**src/pkg/cpwg_regs.vh**
```
/*
 * constants of the configuration port block: port addresses, unlock and
 * lock bytes, logical device numbers, register indices, field positions,
 * reset values and timing counts.
 * assumes inclusion by its bare name from every design file that needs it.
 */
`ifndef CPWG_REGS_VH
`define CPWG_REGS_VH

// ==========================================================
// host i/o ports and key bytes
`define CPWG_INDEX_PORT      8'h2e
`define CPWG_DATA_PORT       8'h2f
`define CPWG_UNLOCK_KEY      8'h87
`define CPWG_LOCK_KEY        8'haa
`define CPWG_IDLE_RDATA      8'hff

// ==========================================================
// logical device numbers
`define CPWG_LD_GPIO         8'h07
`define CPWG_LD_GUARD        8'h08
`define CPWG_LD_RESET        8'h09
`define CPWG_LD_DRIVE        8'h0f

// ==========================================================
// register indices
`define CPWG_IDX_LD_SELECT   8'h07
`define CPWG_IDX_ACTIVATE    8'h30
`define CPWG_IDX_LED_DIR     8'hec
`define CPWG_IDX_LED_DATA    8'hed
`define CPWG_IDX_DIO_DATA    8'hf1
`define CPWG_IDX_GUARD_UNIT  8'hf5
`define CPWG_IDX_GUARD_COUNT 8'hf1
`define CPWG_IDX_RST_CTRL    8'he2
`define CPWG_IDX_LED_FUNC    8'he3
`define CPWG_IDX_DIO_FUNC    8'he4
`define CPWG_IDX_LED_DRIVE   8'he3
`define CPWG_IDX_DIO_DRIVE   8'he4

// ==========================================================
// field positions and encodings
`define CPWG_BIT_DIO_GROUP   4
`define CPWG_BIT_LED_GROUP   3
`define CPWG_GUARD_ON        8'h01
`define CPWG_GUARD_OFF       8'h00
`define CPWG_UNIT_MINUTES    8'h08
`define CPWG_UNIT_SECONDS    8'h00

// ==========================================================
// reset values
`define CPWG_RST_LD          8'h00
`define CPWG_RST_ACTIVATE    8'h00
`define CPWG_RST_LED_DIR     8'hff
`define CPWG_RST_LED_DATA    8'h00
`define CPWG_RST_DIO_DATA    8'h00
`define CPWG_RST_FUNC        8'h00
`define CPWG_RST_DRIVE       8'h00
`define CPWG_RST_RST_CTRL    8'h00
`define CPWG_RST_GUARD_CNT   8'h00

// ==========================================================
// timing
`define CPWG_CLK_PERIOD_NS   32'd4
`define CPWG_SECOND_NS       32'd1000000000
`define CPWG_SEC_CYCLES      (`CPWG_SECOND_NS / `CPWG_CLK_PERIOD_NS)
`define CPWG_SEC_PER_MIN     6'd60
`define CPWG_EXPIRY_CYCLES   5'd16

`endif
```
**src/design/cpwg_tick_gen.v**
```verilog
/*
 * time-unit tick generator for the countdown guard: one pulse per second,
 * or per minute when minutes are selected.
 * assumes a free running clk_i and that run_i drops whenever the count
 * is reloaded, so each timeout starts on a fresh unit boundary.
 */
`timescale 1ns/1ps
`default_nettype none
`include "cpwg_regs.vh"

module cpwg_tick_gen #(
    parameter [31:0] TICK_CYCLES = `CPWG_SEC_CYCLES
) (
    input  wire       clk_i,      // chip clock
    input  wire       reset_n_i,  // async reset, active low
    input  wire       run_i,      // count while high, restart when low
    input  wire       minutes_i,  // unit is minutes
    output reg        tick_o      // one-cycle unit pulse
);

    reg  [31:0] cyc_r;
    reg  [5:0]  sec_r;
    wire        sec_end = (cyc_r == (TICK_CYCLES - 32'h1));

    always @(posedge clk_i or negedge reset_n_i) begin
        if (!reset_n_i) begin
            cyc_r  <= 32'h0;
            sec_r  <= 6'h0;
            tick_o <= 1'b0;
        end else if (!run_i) begin
            cyc_r  <= 32'h0;
            sec_r  <= 6'h0;
            tick_o <= 1'b0;
        end else if (sec_end) begin
            cyc_r <= 32'h0;
            if (!minutes_i) begin
                sec_r  <= 6'h0;
                tick_o <= 1'b1;
            end else if (sec_r == (`CPWG_SEC_PER_MIN - 6'h1)) begin
                sec_r  <= 6'h0;
                tick_o <= 1'b1;
            end else begin
                sec_r  <= sec_r + 6'h1;
                tick_o <= 1'b0;
            end
        end else begin
            cyc_r  <= cyc_r + 32'h1;
            tick_o <= 1'b0;
        end
    end

endmodule
`default_nettype wire

```
**src/design/cpwg_top.v**
```verilog
/*
 * configuration port block: index/data port decoder with unlock sequence,
 * logical devices for the countdown guard and the two gpio groups.
 * assumes host strobes are one clock wide and synchronous to clk_i, and
 * that pin levels are resolved outside from the enables.
 */
// Behaviour
// - guard counts a loaded value down and pulses system reset at zero
// - two consecutive 87 writes to index port open configuration access
// - index 07 then data 08 selects the guard logical device
// - guard register 30 enables on 01 and disables on 00
// - unit register picks minutes for 08 and seconds for 00
// - count register f1 holds the timeout in the chosen unit
// - dio data register reads back and drives written output bits to pins
// - led direction bits: 0 output, 1 input, all inputs after reset
// - dio pins 0..1 are outputs, pins 2..7 are inputs
// - led pins 0..1 drive the two dio indicator leds
// - device 7 activate bit 4 enables dio group, bit 3 led group
// - device 9 register holds per-group reset bits 4 and 3
// - device f registers pick open-drain or push-pull per group pin
// - device 8 registers pick gpio or alternate function per pin
`timescale 1ns/1ps
`default_nettype none
`include "cpwg_regs.vh"

module cpwg_top #(
    parameter [31:0] TICK_CYCLES = `CPWG_SEC_CYCLES
) (
    input  wire       clk_i,         // chip clock, 250 MHz
    input  wire       reset_n_i,     // async reset, active low
    input  wire [7:0] io_addr_i,     // host i/o address
    input  wire       io_wr_i,       // host write strobe
    input  wire       io_rd_i,       // host read strobe
    input  wire [7:0] io_wdata_i,    // host write data
    output reg  [7:0] io_rdata_o,    // host read data
    output reg        io_rvalid_o,   // read data valid pulse
    output reg        guard_expiry_output_n_o, // system reset, active low
    output reg  [1:0] dio_output_pins_o,       // dio output level
    output reg  [1:0] dio_output_pins_oe_o,    // dio output enable
    input  wire [5:0] dio_input_pins_i,        // dio input levels
    output reg  [7:0] led_pins_o,    // led group output level
    output reg  [7:0] led_pins_oe_o, // led group output enable
    input  wire [7:0] led_pins_i     // led group pin levels
);

    // ==========================================================
    // decode helper
    function hit;
        input [7:0] ld;
        input [7:0] idx;
        input [7:0] want_ld;
        input [7:0] want_idx;
        begin
            hit = (ld == want_ld) && (idx == want_idx);
        end
    endfunction

    // ==========================================================
    // configuration state
    reg        cfg_mode_r;
    reg        key_half_r;
    reg  [7:0] index_r;
    reg  [7:0] ldn_r;
    reg  [7:0] activate_r;
    reg  [7:0] rst_ctrl_r;
    reg  [7:0] led_dir_r;
    reg  [7:0] led_data_r;
    reg  [7:0] dio_data_r;
    reg  [7:0] led_func_r;
    reg  [7:0] dio_func_r;
    reg  [7:0] led_drive_r;
    reg  [7:0] dio_drive_r;
    reg        guard_en_r;
    reg        guard_min_r;
    reg  [7:0] guard_cnt_r;
    reg  [4:0] expiry_cnt_r;
    reg  [4:0] expiry_cnt_nxt;

    wire wr_index = io_wr_i && (io_addr_i == `CPWG_INDEX_PORT);
    wire wr_data  = io_wr_i && (io_addr_i == `CPWG_DATA_PORT) && cfg_mode_r;
    wire rd_index = io_rd_i && (io_addr_i == `CPWG_INDEX_PORT);
    wire rd_data  = io_rd_i && (io_addr_i == `CPWG_DATA_PORT) && cfg_mode_r;

    wire dio_en  = activate_r[`CPWG_BIT_DIO_GROUP];
    wire led_en  = activate_r[`CPWG_BIT_LED_GROUP];
    wire dio_rst = rst_ctrl_r[`CPWG_BIT_DIO_GROUP];
    wire led_rst = rst_ctrl_r[`CPWG_BIT_LED_GROUP];

    wire wr_ldsel    = wr_data && (index_r == `CPWG_IDX_LD_SELECT);
    wire wr_activate = wr_data && hit(ldn_r, index_r, `CPWG_LD_GPIO, `CPWG_IDX_ACTIVATE);
    wire wr_led_dir  = wr_data && hit(ldn_r, index_r, `CPWG_LD_GPIO, `CPWG_IDX_LED_DIR);
    wire wr_led_data = wr_data && hit(ldn_r, index_r, `CPWG_LD_GPIO, `CPWG_IDX_LED_DATA);
    wire wr_dio_data = wr_data && hit(ldn_r, index_r, `CPWG_LD_GPIO, `CPWG_IDX_DIO_DATA);
    wire wr_g_act    = wr_data && hit(ldn_r, index_r, `CPWG_LD_GUARD, `CPWG_IDX_ACTIVATE);
    wire wr_g_unit   = wr_data && hit(ldn_r, index_r, `CPWG_LD_GUARD, `CPWG_IDX_GUARD_UNIT);
    wire wr_g_cnt    = wr_data && hit(ldn_r, index_r, `CPWG_LD_GUARD, `CPWG_IDX_GUARD_COUNT);
    wire wr_led_func = wr_data && hit(ldn_r, index_r, `CPWG_LD_GUARD, `CPWG_IDX_LED_FUNC);
    wire wr_dio_func = wr_data && hit(ldn_r, index_r, `CPWG_LD_GUARD, `CPWG_IDX_DIO_FUNC);
    wire wr_rst_ctrl = wr_data && hit(ldn_r, index_r, `CPWG_LD_RESET, `CPWG_IDX_RST_CTRL);
    wire wr_led_drv  = wr_data && hit(ldn_r, index_r, `CPWG_LD_DRIVE, `CPWG_IDX_LED_DRIVE);
    wire wr_dio_drv  = wr_data && hit(ldn_r, index_r, `CPWG_LD_DRIVE, `CPWG_IDX_DIO_DRIVE);

    // ==========================================================
    // unlock sequence and index/ldn
    always @(posedge clk_i or negedge reset_n_i) begin
        if (!reset_n_i) begin
            cfg_mode_r <= 1'b0;
            key_half_r <= 1'b0;
            index_r    <= 8'h00;
            ldn_r      <= `CPWG_RST_LD;
        end else begin
            if (!cfg_mode_r && io_wr_i) begin
                // any other write between the two keys breaks the sequence
                if (wr_index && (io_wdata_i == `CPWG_UNLOCK_KEY)) begin
                    cfg_mode_r <= key_half_r;
                    key_half_r <= ~key_half_r;
                end else begin
                    key_half_r <= 1'b0;
                end
            end else if (cfg_mode_r && wr_index) begin
                if (io_wdata_i == `CPWG_LOCK_KEY) begin
                    cfg_mode_r <= 1'b0;
                end else begin
                    index_r <= io_wdata_i;
                end
            end
            if (wr_ldsel) begin
                ldn_r <= io_wdata_i;
            end
        end
    end

    // ==========================================================
    // gpio group registers
    always @(posedge clk_i or negedge reset_n_i) begin
        if (!reset_n_i) begin
            activate_r  <= `CPWG_RST_ACTIVATE;
            rst_ctrl_r  <= `CPWG_RST_RST_CTRL;
            led_dir_r   <= `CPWG_RST_LED_DIR;
            led_data_r  <= `CPWG_RST_LED_DATA;
            dio_data_r  <= `CPWG_RST_DIO_DATA;
            led_func_r  <= `CPWG_RST_FUNC;
            dio_func_r  <= `CPWG_RST_FUNC;
            led_drive_r <= `CPWG_RST_DRIVE;
            dio_drive_r <= `CPWG_RST_DRIVE;
        end else begin
            if (wr_activate) begin
                activate_r <= io_wdata_i;
            end
            if (wr_rst_ctrl) begin
                rst_ctrl_r <= io_wdata_i;
            end
            // a set group reset bit holds that group's settings at default
            if (dio_rst) begin
                dio_data_r  <= `CPWG_RST_DIO_DATA;
                dio_func_r  <= `CPWG_RST_FUNC;
                dio_drive_r <= `CPWG_RST_DRIVE;
            end else begin
                if (wr_dio_data) begin
                    dio_data_r <= io_wdata_i;
                end
                if (wr_dio_func) begin
                    dio_func_r <= io_wdata_i;
                end
                if (wr_dio_drv) begin
                    dio_drive_r <= io_wdata_i;
                end
            end
            if (led_rst) begin
                led_dir_r   <= `CPWG_RST_LED_DIR;
                led_data_r  <= `CPWG_RST_LED_DATA;
                led_func_r  <= `CPWG_RST_FUNC;
                led_drive_r <= `CPWG_RST_DRIVE;
            end else begin
                if (wr_led_dir) begin
                    led_dir_r <= io_wdata_i;
                end
                if (wr_led_data) begin
                    led_data_r <= io_wdata_i;
                end
                if (wr_led_func) begin
                    led_func_r <= io_wdata_i;
                end
                if (wr_led_drv) begin
                    led_drive_r <= io_wdata_i;
                end
            end
        end
    end

    // ==========================================================
    // countdown guard
    wire guard_run = guard_en_r && (guard_cnt_r != 8'h00) && !wr_g_cnt && !wr_g_act;
    wire unit_tick;
    wire expire = guard_run && unit_tick && (guard_cnt_r == 8'h01);

    cpwg_tick_gen #(
        .TICK_CYCLES (TICK_CYCLES)
    ) u_tick (
        .clk_i     (clk_i),
        .reset_n_i (reset_n_i),
        .run_i     (guard_run),
        .minutes_i (guard_min_r),
        .tick_o    (unit_tick)
    );

    always @* begin
        expiry_cnt_nxt = expiry_cnt_r;
        if (expire) begin
            expiry_cnt_nxt = `CPWG_EXPIRY_CYCLES;
        end else if (expiry_cnt_r != 5'h0) begin
            expiry_cnt_nxt = expiry_cnt_r - 5'h1;
        end
    end

    always @(posedge clk_i or negedge reset_n_i) begin
        if (!reset_n_i) begin
            guard_en_r   <= 1'b0;
            guard_min_r  <= 1'b0;
            guard_cnt_r  <= `CPWG_RST_GUARD_CNT;
            expiry_cnt_r <= 5'h0;
        end else begin
            if (wr_g_act) begin
                // only the two documented codes change the enable
                if (io_wdata_i == `CPWG_GUARD_ON) begin
                    guard_en_r <= 1'b1;
                end else if (io_wdata_i == `CPWG_GUARD_OFF) begin
                    guard_en_r <= 1'b0;
                end
            end
            if (wr_g_unit) begin
                guard_min_r <= (io_wdata_i == `CPWG_UNIT_MINUTES);
            end
            if (wr_g_cnt) begin
                guard_cnt_r <= io_wdata_i;
            end else if (guard_run && unit_tick) begin
                guard_cnt_r <= guard_cnt_r - 8'h01;
            end
            expiry_cnt_r <= expiry_cnt_nxt;
        end
    end

    // ==========================================================
    // pin drive, one slice per pin
    wire [1:0] dio_lvl_w;
    wire [1:0] dio_oe_w;
    wire [7:0] led_lvl_w;
    wire [7:0] led_oe_w;
    genvar g;
    generate
        for (g = 0; g < 2; g = g + 1) begin : g_dio
            wire val = dio_func_r[g] ? guard_expiry_output_n_o : dio_data_r[g];
            // open drain only ever pulls low
            assign dio_lvl_w[g] = dio_drive_r[g] ? 1'b0 : val;
            assign dio_oe_w[g]  = dio_en && (!dio_drive_r[g] || !val);
        end
        for (g = 0; g < 8; g = g + 1) begin : g_led
            wire val = led_func_r[g] ? guard_expiry_output_n_o : led_data_r[g];
            assign led_lvl_w[g] = led_drive_r[g] ? 1'b0 : val;
            assign led_oe_w[g]  = led_en && !led_dir_r[g] &&
                                  (!led_drive_r[g] || !val);
        end
    endgenerate

    always @(posedge clk_i or negedge reset_n_i) begin
        if (!reset_n_i) begin
            guard_expiry_output_n_o <= 1'b1;
            dio_output_pins_o       <= 2'h0;
            dio_output_pins_oe_o    <= 2'h0;
            led_pins_o              <= 8'h00;
            led_pins_oe_o           <= 8'h00;
        end else begin
            guard_expiry_output_n_o <= (expiry_cnt_nxt == 5'h0);
            dio_output_pins_o       <= dio_lvl_w;
            dio_output_pins_oe_o    <= dio_oe_w;
            led_pins_o              <= led_lvl_w;
            led_pins_oe_o           <= led_oe_w;
        end
    end

    // ==========================================================
    // read path
    reg  [7:0] rd_mux;
    wire [7:0] dio_rd = dio_en ? {dio_input_pins_i, dio_data_r[1:0]} : 8'h00;
    wire [7:0] led_rd = led_en ? ((led_pins_i & led_dir_r) | (led_data_r & ~led_dir_r))
                               : 8'h00;

    always @* begin
        rd_mux = 8'h00;
        if (index_r == `CPWG_IDX_LD_SELECT) begin
            rd_mux = ldn_r;
        end else if (hit(ldn_r, index_r, `CPWG_LD_GPIO, `CPWG_IDX_ACTIVATE)) begin
            rd_mux = activate_r;
        end else if (hit(ldn_r, index_r, `CPWG_LD_GPIO, `CPWG_IDX_LED_DIR)) begin
            rd_mux = led_dir_r;
        end else if (hit(ldn_r, index_r, `CPWG_LD_GPIO, `CPWG_IDX_LED_DATA)) begin
            rd_mux = led_rd;
        end else if (hit(ldn_r, index_r, `CPWG_LD_GPIO, `CPWG_IDX_DIO_DATA)) begin
            rd_mux = dio_rd;
        end else if (hit(ldn_r, index_r, `CPWG_LD_GUARD, `CPWG_IDX_ACTIVATE)) begin
            rd_mux = {7'h00, guard_en_r};
        end else if (hit(ldn_r, index_r, `CPWG_LD_GUARD, `CPWG_IDX_GUARD_UNIT)) begin
            rd_mux = guard_min_r ? `CPWG_UNIT_MINUTES : `CPWG_UNIT_SECONDS;
        end else if (hit(ldn_r, index_r, `CPWG_LD_GUARD, `CPWG_IDX_GUARD_COUNT)) begin
            rd_mux = guard_cnt_r;
        end else if (hit(ldn_r, index_r, `CPWG_LD_GUARD, `CPWG_IDX_LED_FUNC)) begin
            rd_mux = led_func_r;
        end else if (hit(ldn_r, index_r, `CPWG_LD_GUARD, `CPWG_IDX_DIO_FUNC)) begin
            rd_mux = dio_func_r;
        end else if (hit(ldn_r, index_r, `CPWG_LD_RESET, `CPWG_IDX_RST_CTRL)) begin
            rd_mux = rst_ctrl_r;
        end else if (hit(ldn_r, index_r, `CPWG_LD_DRIVE, `CPWG_IDX_LED_DRIVE)) begin
            rd_mux = led_drive_r;
        end else if (hit(ldn_r, index_r, `CPWG_LD_DRIVE, `CPWG_IDX_DIO_DRIVE)) begin
            rd_mux = dio_drive_r;
        end
    end

    always @(posedge clk_i or negedge reset_n_i) begin
        if (!reset_n_i) begin
            io_rdata_o  <= `CPWG_IDLE_RDATA;
            io_rvalid_o <= 1'b0;
        end else begin
            io_rvalid_o <= io_rd_i;
            if (rd_index && cfg_mode_r) begin
                io_rdata_o <= index_r;
            end else if (rd_data) begin
                io_rdata_o <= rd_mux;
            end else if (io_rd_i) begin
                // locked or foreign address: floating-bus value
                io_rdata_o <= `CPWG_IDLE_RDATA;
            end
        end
    end

endmodule
`default_nettype wire

```
**config.mk**
```make
export PLATFORM = sky130hd
export DESIGN_NAME = cpwg_top
export DESIGN_NICKNAME = d
export VERILOG_FILES = /design/src/design/cpwg_tick_gen.v /design/src/design/cpwg_top.v
export VERILOG_INCLUDE_DIRS = /design/src /design/src/pkg
export SDC_FILE = /design/constraint.sdc
export NUM_CORES = 1
export LEC_CHECK = 0
export BUFFER_PORTS_ARGS = -buffer_cell sky130_fd_sc_hd__buf_2
export CAP_MARGIN = 20
export CORE_MARGIN = 5
export CORE_UTILIZATION = 60
export CTS_BUF_LIST = sky130_fd_sc_hd__clkbuf_16
export CTS_CLUSTER_DIAMETER = 120
export DETAILED_ROUTE_END_ITERATION = 8
export HOLD_SLACK_MARGIN = 0.03
export PLACE_DENSITY = 0.78
export SLEW_MARGIN = 0
export SYNTH_ARGS = -nofsm -noshare
export SYNTH_HDL_FRONTEND = slang
export SYNTH_SLANG_ARGS = --single-unit
export TNS_END_PERCENT = 1
```
**constraint.sdc**
```tcl
create_clock -name clk_i -period 5.05 [get_ports clk_i]
set_input_delay 1.01 -clock clk_i [delete_from_list [all_inputs] [get_ports clk_i]]
set_output_delay 1.01 -clock clk_i [all_outputs]
set_load 0.1 [all_outputs]
```
==> impl_metrics.csv <==
group,metric,value,unit
sta,setup_viol,0,
die,fp.coreArea,0.0139,mm2
finish,fin_util,68.5,%
logic_synthesis,ys.flop_type,"dfrtp_1",
logic_synthesis,syn-num-nets,918,
detailed_routing,routedWlPerCell,20.5,um
clock_tree,tritoncts,"done",
finish,diodes,0,
logic_synthesis,synth-seq-cells,168,
global_route,gr-usage-all-layers,28.4,%
critical_path,cp_max_fo,10,
finish,instances_no_fill,1111,
logic_synthesis,yosys_warnings,0,
logic_synthesis,synthCells,878,
sta,rsz0062_at_grt,"false",
place,portBuffers,63,
critical_path,end_kind,"register",
power,leakagePower,4.12,nW
min_path,hold_path.class,"reg -> reg",
sta,hold_viol,0,
clock_tree,clk_pin_slew,0.07,ns
clock_tree,cts.sinks,168,
sta,fin_crit,3.32,ns
sta,fin_skew,0.00816,ns
clock_tree,clock_latency,0.43,ns
die,rows,43,
sta,tightest_slew,1.11,ns
global_route,grt_max_degree,115,
die,die_w,129,um
logic_synthesis,netlist_area,0.00850,mm2
clock_tree,post_cts_buffers,0,
clock_tree,clk_path_buf_depth,2,
finish,layout-drive-gt1-share,17.4,%
run,max_cap_violations,0,
power,pwr_density_cell,289,mW/mm2
place,post_dp_cell_area,0.00889,mm2
detailed_routing,drt_iter0_drc,847,
clock_tree,cts-buffers-inserted,17,
finish,multiInputGateArea,0.00400,mm2
detailed_routing,drt_wl_total,22800,um
run_status,run_status,"completed",
global_route,grt_antenna_before_repair,0,
detailed_routing,drc_errors,0,
global_route,grt_pass1_wl,36600,um
die,io_pins,64,
logic_synthesis,synth_edf_count,0,
critical_path,cp_data_arrival_time,3.66,ns
power,irDropWorstVdd,0.326,mV
power,total_power,0.00274,W
sta,fmax,302,MHz
critical_path,start_kind,"register",
finish,fill_cells,1084,
finish,ff_latch_area,0.00423,mm2
global_route,grt_pass1_vias,6855,
finish,nets,958,
logic_synthesis,ys_types,70,
sta,maxSlewHeadroom,25.4,%
logic_synthesis,ys_seq_area_share,49.7,%
place,routabilityCongestion,0.907,
die,die-area,0.0167,mm2
detailed_routing,vias_per_cell,6.36,
clock_tree,root_buffer,"clkbuf_16",
logic_synthesis,synth.avg_cell_area,9.68,um2
clock_tree,hold_buffers,0,
detailed_routing,ant_nets,0,
clock_tree,cts.htree.levels,4,
die,dieHeight,129,um
finish,area_growth,11.8,%
sta,fin_setup_tns,0,ns
place,dp_cells,1078,
critical_path,crit_type,"reg -> reg",
die,initial_utilization,61.2,%
place,dpl.hpwl,15300,um
sta,slew_violations,0,
clock_tree,cts_resized,0,
sta,period_share,65.7,%
detailed_routing,dr.pass1.iters,7,
global_route,grt-ovfl-total,0,
logic_synthesis,synth-async-reset-ratio,100,%
critical_path,cp_data_required_time,5.40,ns
detailed_routing,via_count,7067,
finish,final_design_area_no_fill,0.00951,mm2
[worst max-delay path, cell delays in order (launching register included)]
cell,delay (ns)
dfrtp_1,0.40
or4_1,0.81
nor4_2,0.91
and2_1,0.48
a32oi_1,0.25
o2111ai_1,0.17
a2bb2oi_1,0.21
[where the power goes]
group	internal, W	switching [W]	total (W)
Clock	0.000770	0.000543	0.00131
Combinational	0.0000192	0.0000646	0.0000838
Sequential	0.00135	0.0000000716	0.00135
[cell type report]
class	count	area share (%)
Sequential cell	168	44.4
Timing Repair Buffer	69	4.07
Tap cell	180	2.37
Inverter	22	0.869
Multi-Input combinational cell	640	42.1
Clock buffer	17	4.47
Clock inverter	15	1.70
[registers in the layout, indices dropped and copies added, names as in the netlist, 2 cells and up]
| name | count |
|---|---|
| activate_r | 8 |
| guard_cnt_r | 8 |
| led_pins_o | 8 |
| led_pins_oe_o | 8 |
| led_data_r | 8 |
| dio_output_pins_oe_o | 2 |
| ldn_r | 8 |
| led_drive_r | 8 |
| dio_drive_r | 8 |
| led_dir_r | 8 |
| expiry_cnt_r | 5 |
| rst_ctrl_r | 8 |
| dio_data_r | 2 |
| dio_func_r | 8 |
| led_func_r | 8 |
| dio_output_pins_o | 2 |
| index_r | 8 |
| u_tick.sec_r | 6 |
| io_rdata_o | 8 |
| u_tick.cyc_r | 32 |
[Yosys cell counts, types with 5 or more instances]
| master | instances | area share [%] |
|---|---|---|
| or4_1 | 11 | 0.97 |
| and3_1 | 11 | 0.81 |
| mux2i_1 | 22 | 2.6 |
| xnor2_1 | 15 | 1.5 |
| nand4_1 | 17 | 1.3 |
| o221ai_1 | 6 | 0.62 |
| ha_1 | 6 | 0.88 |
| nand3_1 | 28 | 1.6 |
| and2_1 | 11 | 0.81 |
| xor2_1 | 27 | 2.8 |
| nor3_1 | 12 | 0.71 |
| a221oi_1 | 7 | 0.72 |
| nand2_1 | 127 | 5.6 |
| o211a_1 | 6 | 0.71 |
| nor2b_1 | 8 | 0.59 |
| inv_1 | 21 | 0.93 |
| nor4_1 | 11 | 0.81 |
| a32oi_1 | 6 | 0.62 |
| dfrtp_1 | 151 | 44 |
| nand4b_1 | 5 | 0.52 |
| nor2_1 | 97 | 4.3 |
| o211ai_1 | 5 | 0.44 |
| a21oi_1 | 68 | 4.0 |
| mux2_2 | 33 | 4.4 |
| o22ai_1 | 8 | 0.59 |
| a222oi_1 | 6 | 0.71 |
| nand2b_1 | 7 | 0.52 |
| dfstp_2 | 17 | 5.3 |
| o21ai_0 | 14 | 0.82 |
| clkbuf_1 | 40 | 1.8 |
[logic make-up after synthesis]
family | after synthesis | synth area share, %
buffers and inverters | 70 | 3.31
xor gates and xnor gates | 42 | 4.33
AOI/OAI and AO/OA | 162 | 12.7
and+or+nand+nor | 375 | 22.1
DFF | 168 | 49.7
adders and majority gates | 6 | 0.883
muxes | 55 | 6.96
[layout by cell type, fill, tap and decap left out, drive strengths merged, types with 7 or more instances in the layout]
cell	netlist	routed
dfrtp	151	151
xnor2	15	15
nor3	14	14
clkinv	1	8
and3	11	11
nor2b	8	8
inv	21	24
a21oi	68	68
nand3	28	28
nand4	17	17
a221oi	7	7
buf	8	69
mux2	33	33
nor4	17	17
mux2i	22	22
or4	11	11
clkbuf	40	17
o22ai	8	8
nand2b	7	7
nor2	98	98
xor2	27	27
dfstp	17	17
nand2	127	127
o21ai	18	18
and2	12	12
[layer usage]
metal	GRT usage, %	part of all wire (%)
met1	40.8	42
met2	42.6	46
met5	0	0
met3	6.97	9.6
met4	9.82	2.6
[final timing paths]
| kind | startpoint | end | slack (ns) | cells after the start |
|---|---|---|---|---|
| hold / removal | expiry_cnt_r[4] | guard_expiry_output_n_o | 0.48 | 1 |
| min in group asynchronous | reset_n_i | u_tick.cyc_r[20] | 0.52 | 1 |
| setup / recovery | ldn_r[4] | io_rdata_o[1] | 1.73 | 6 |
| setup reg to reg | ldn_r[4] | io_rdata_o[1] | 1.73 | 6 |
| hold reg to reg | expiry_cnt_r[4] | guard_expiry_output_n_o | 0.48 | 1 |
| max in group asynchronous | reset_n_i | guard_expiry_output_n_o | 3.43 | 3 |
[through the flow]
| stage | worst slack [ns] | hold slack, ns |
|---|---|---|
| 2_1_floorplan | 2.01 | 0.418 |
| 3_3_place_gp | 1.65 | 0.445 |
| 3_5_place_dp | 1.56 | 0.453 |
| 4_1_cts | 1.81 | 0.469 |
| 5_1_grt | 1.64 | 0.483 |
| 6_report | 1.73 | 0.476 |
Power figures use the tool's default switching activity.
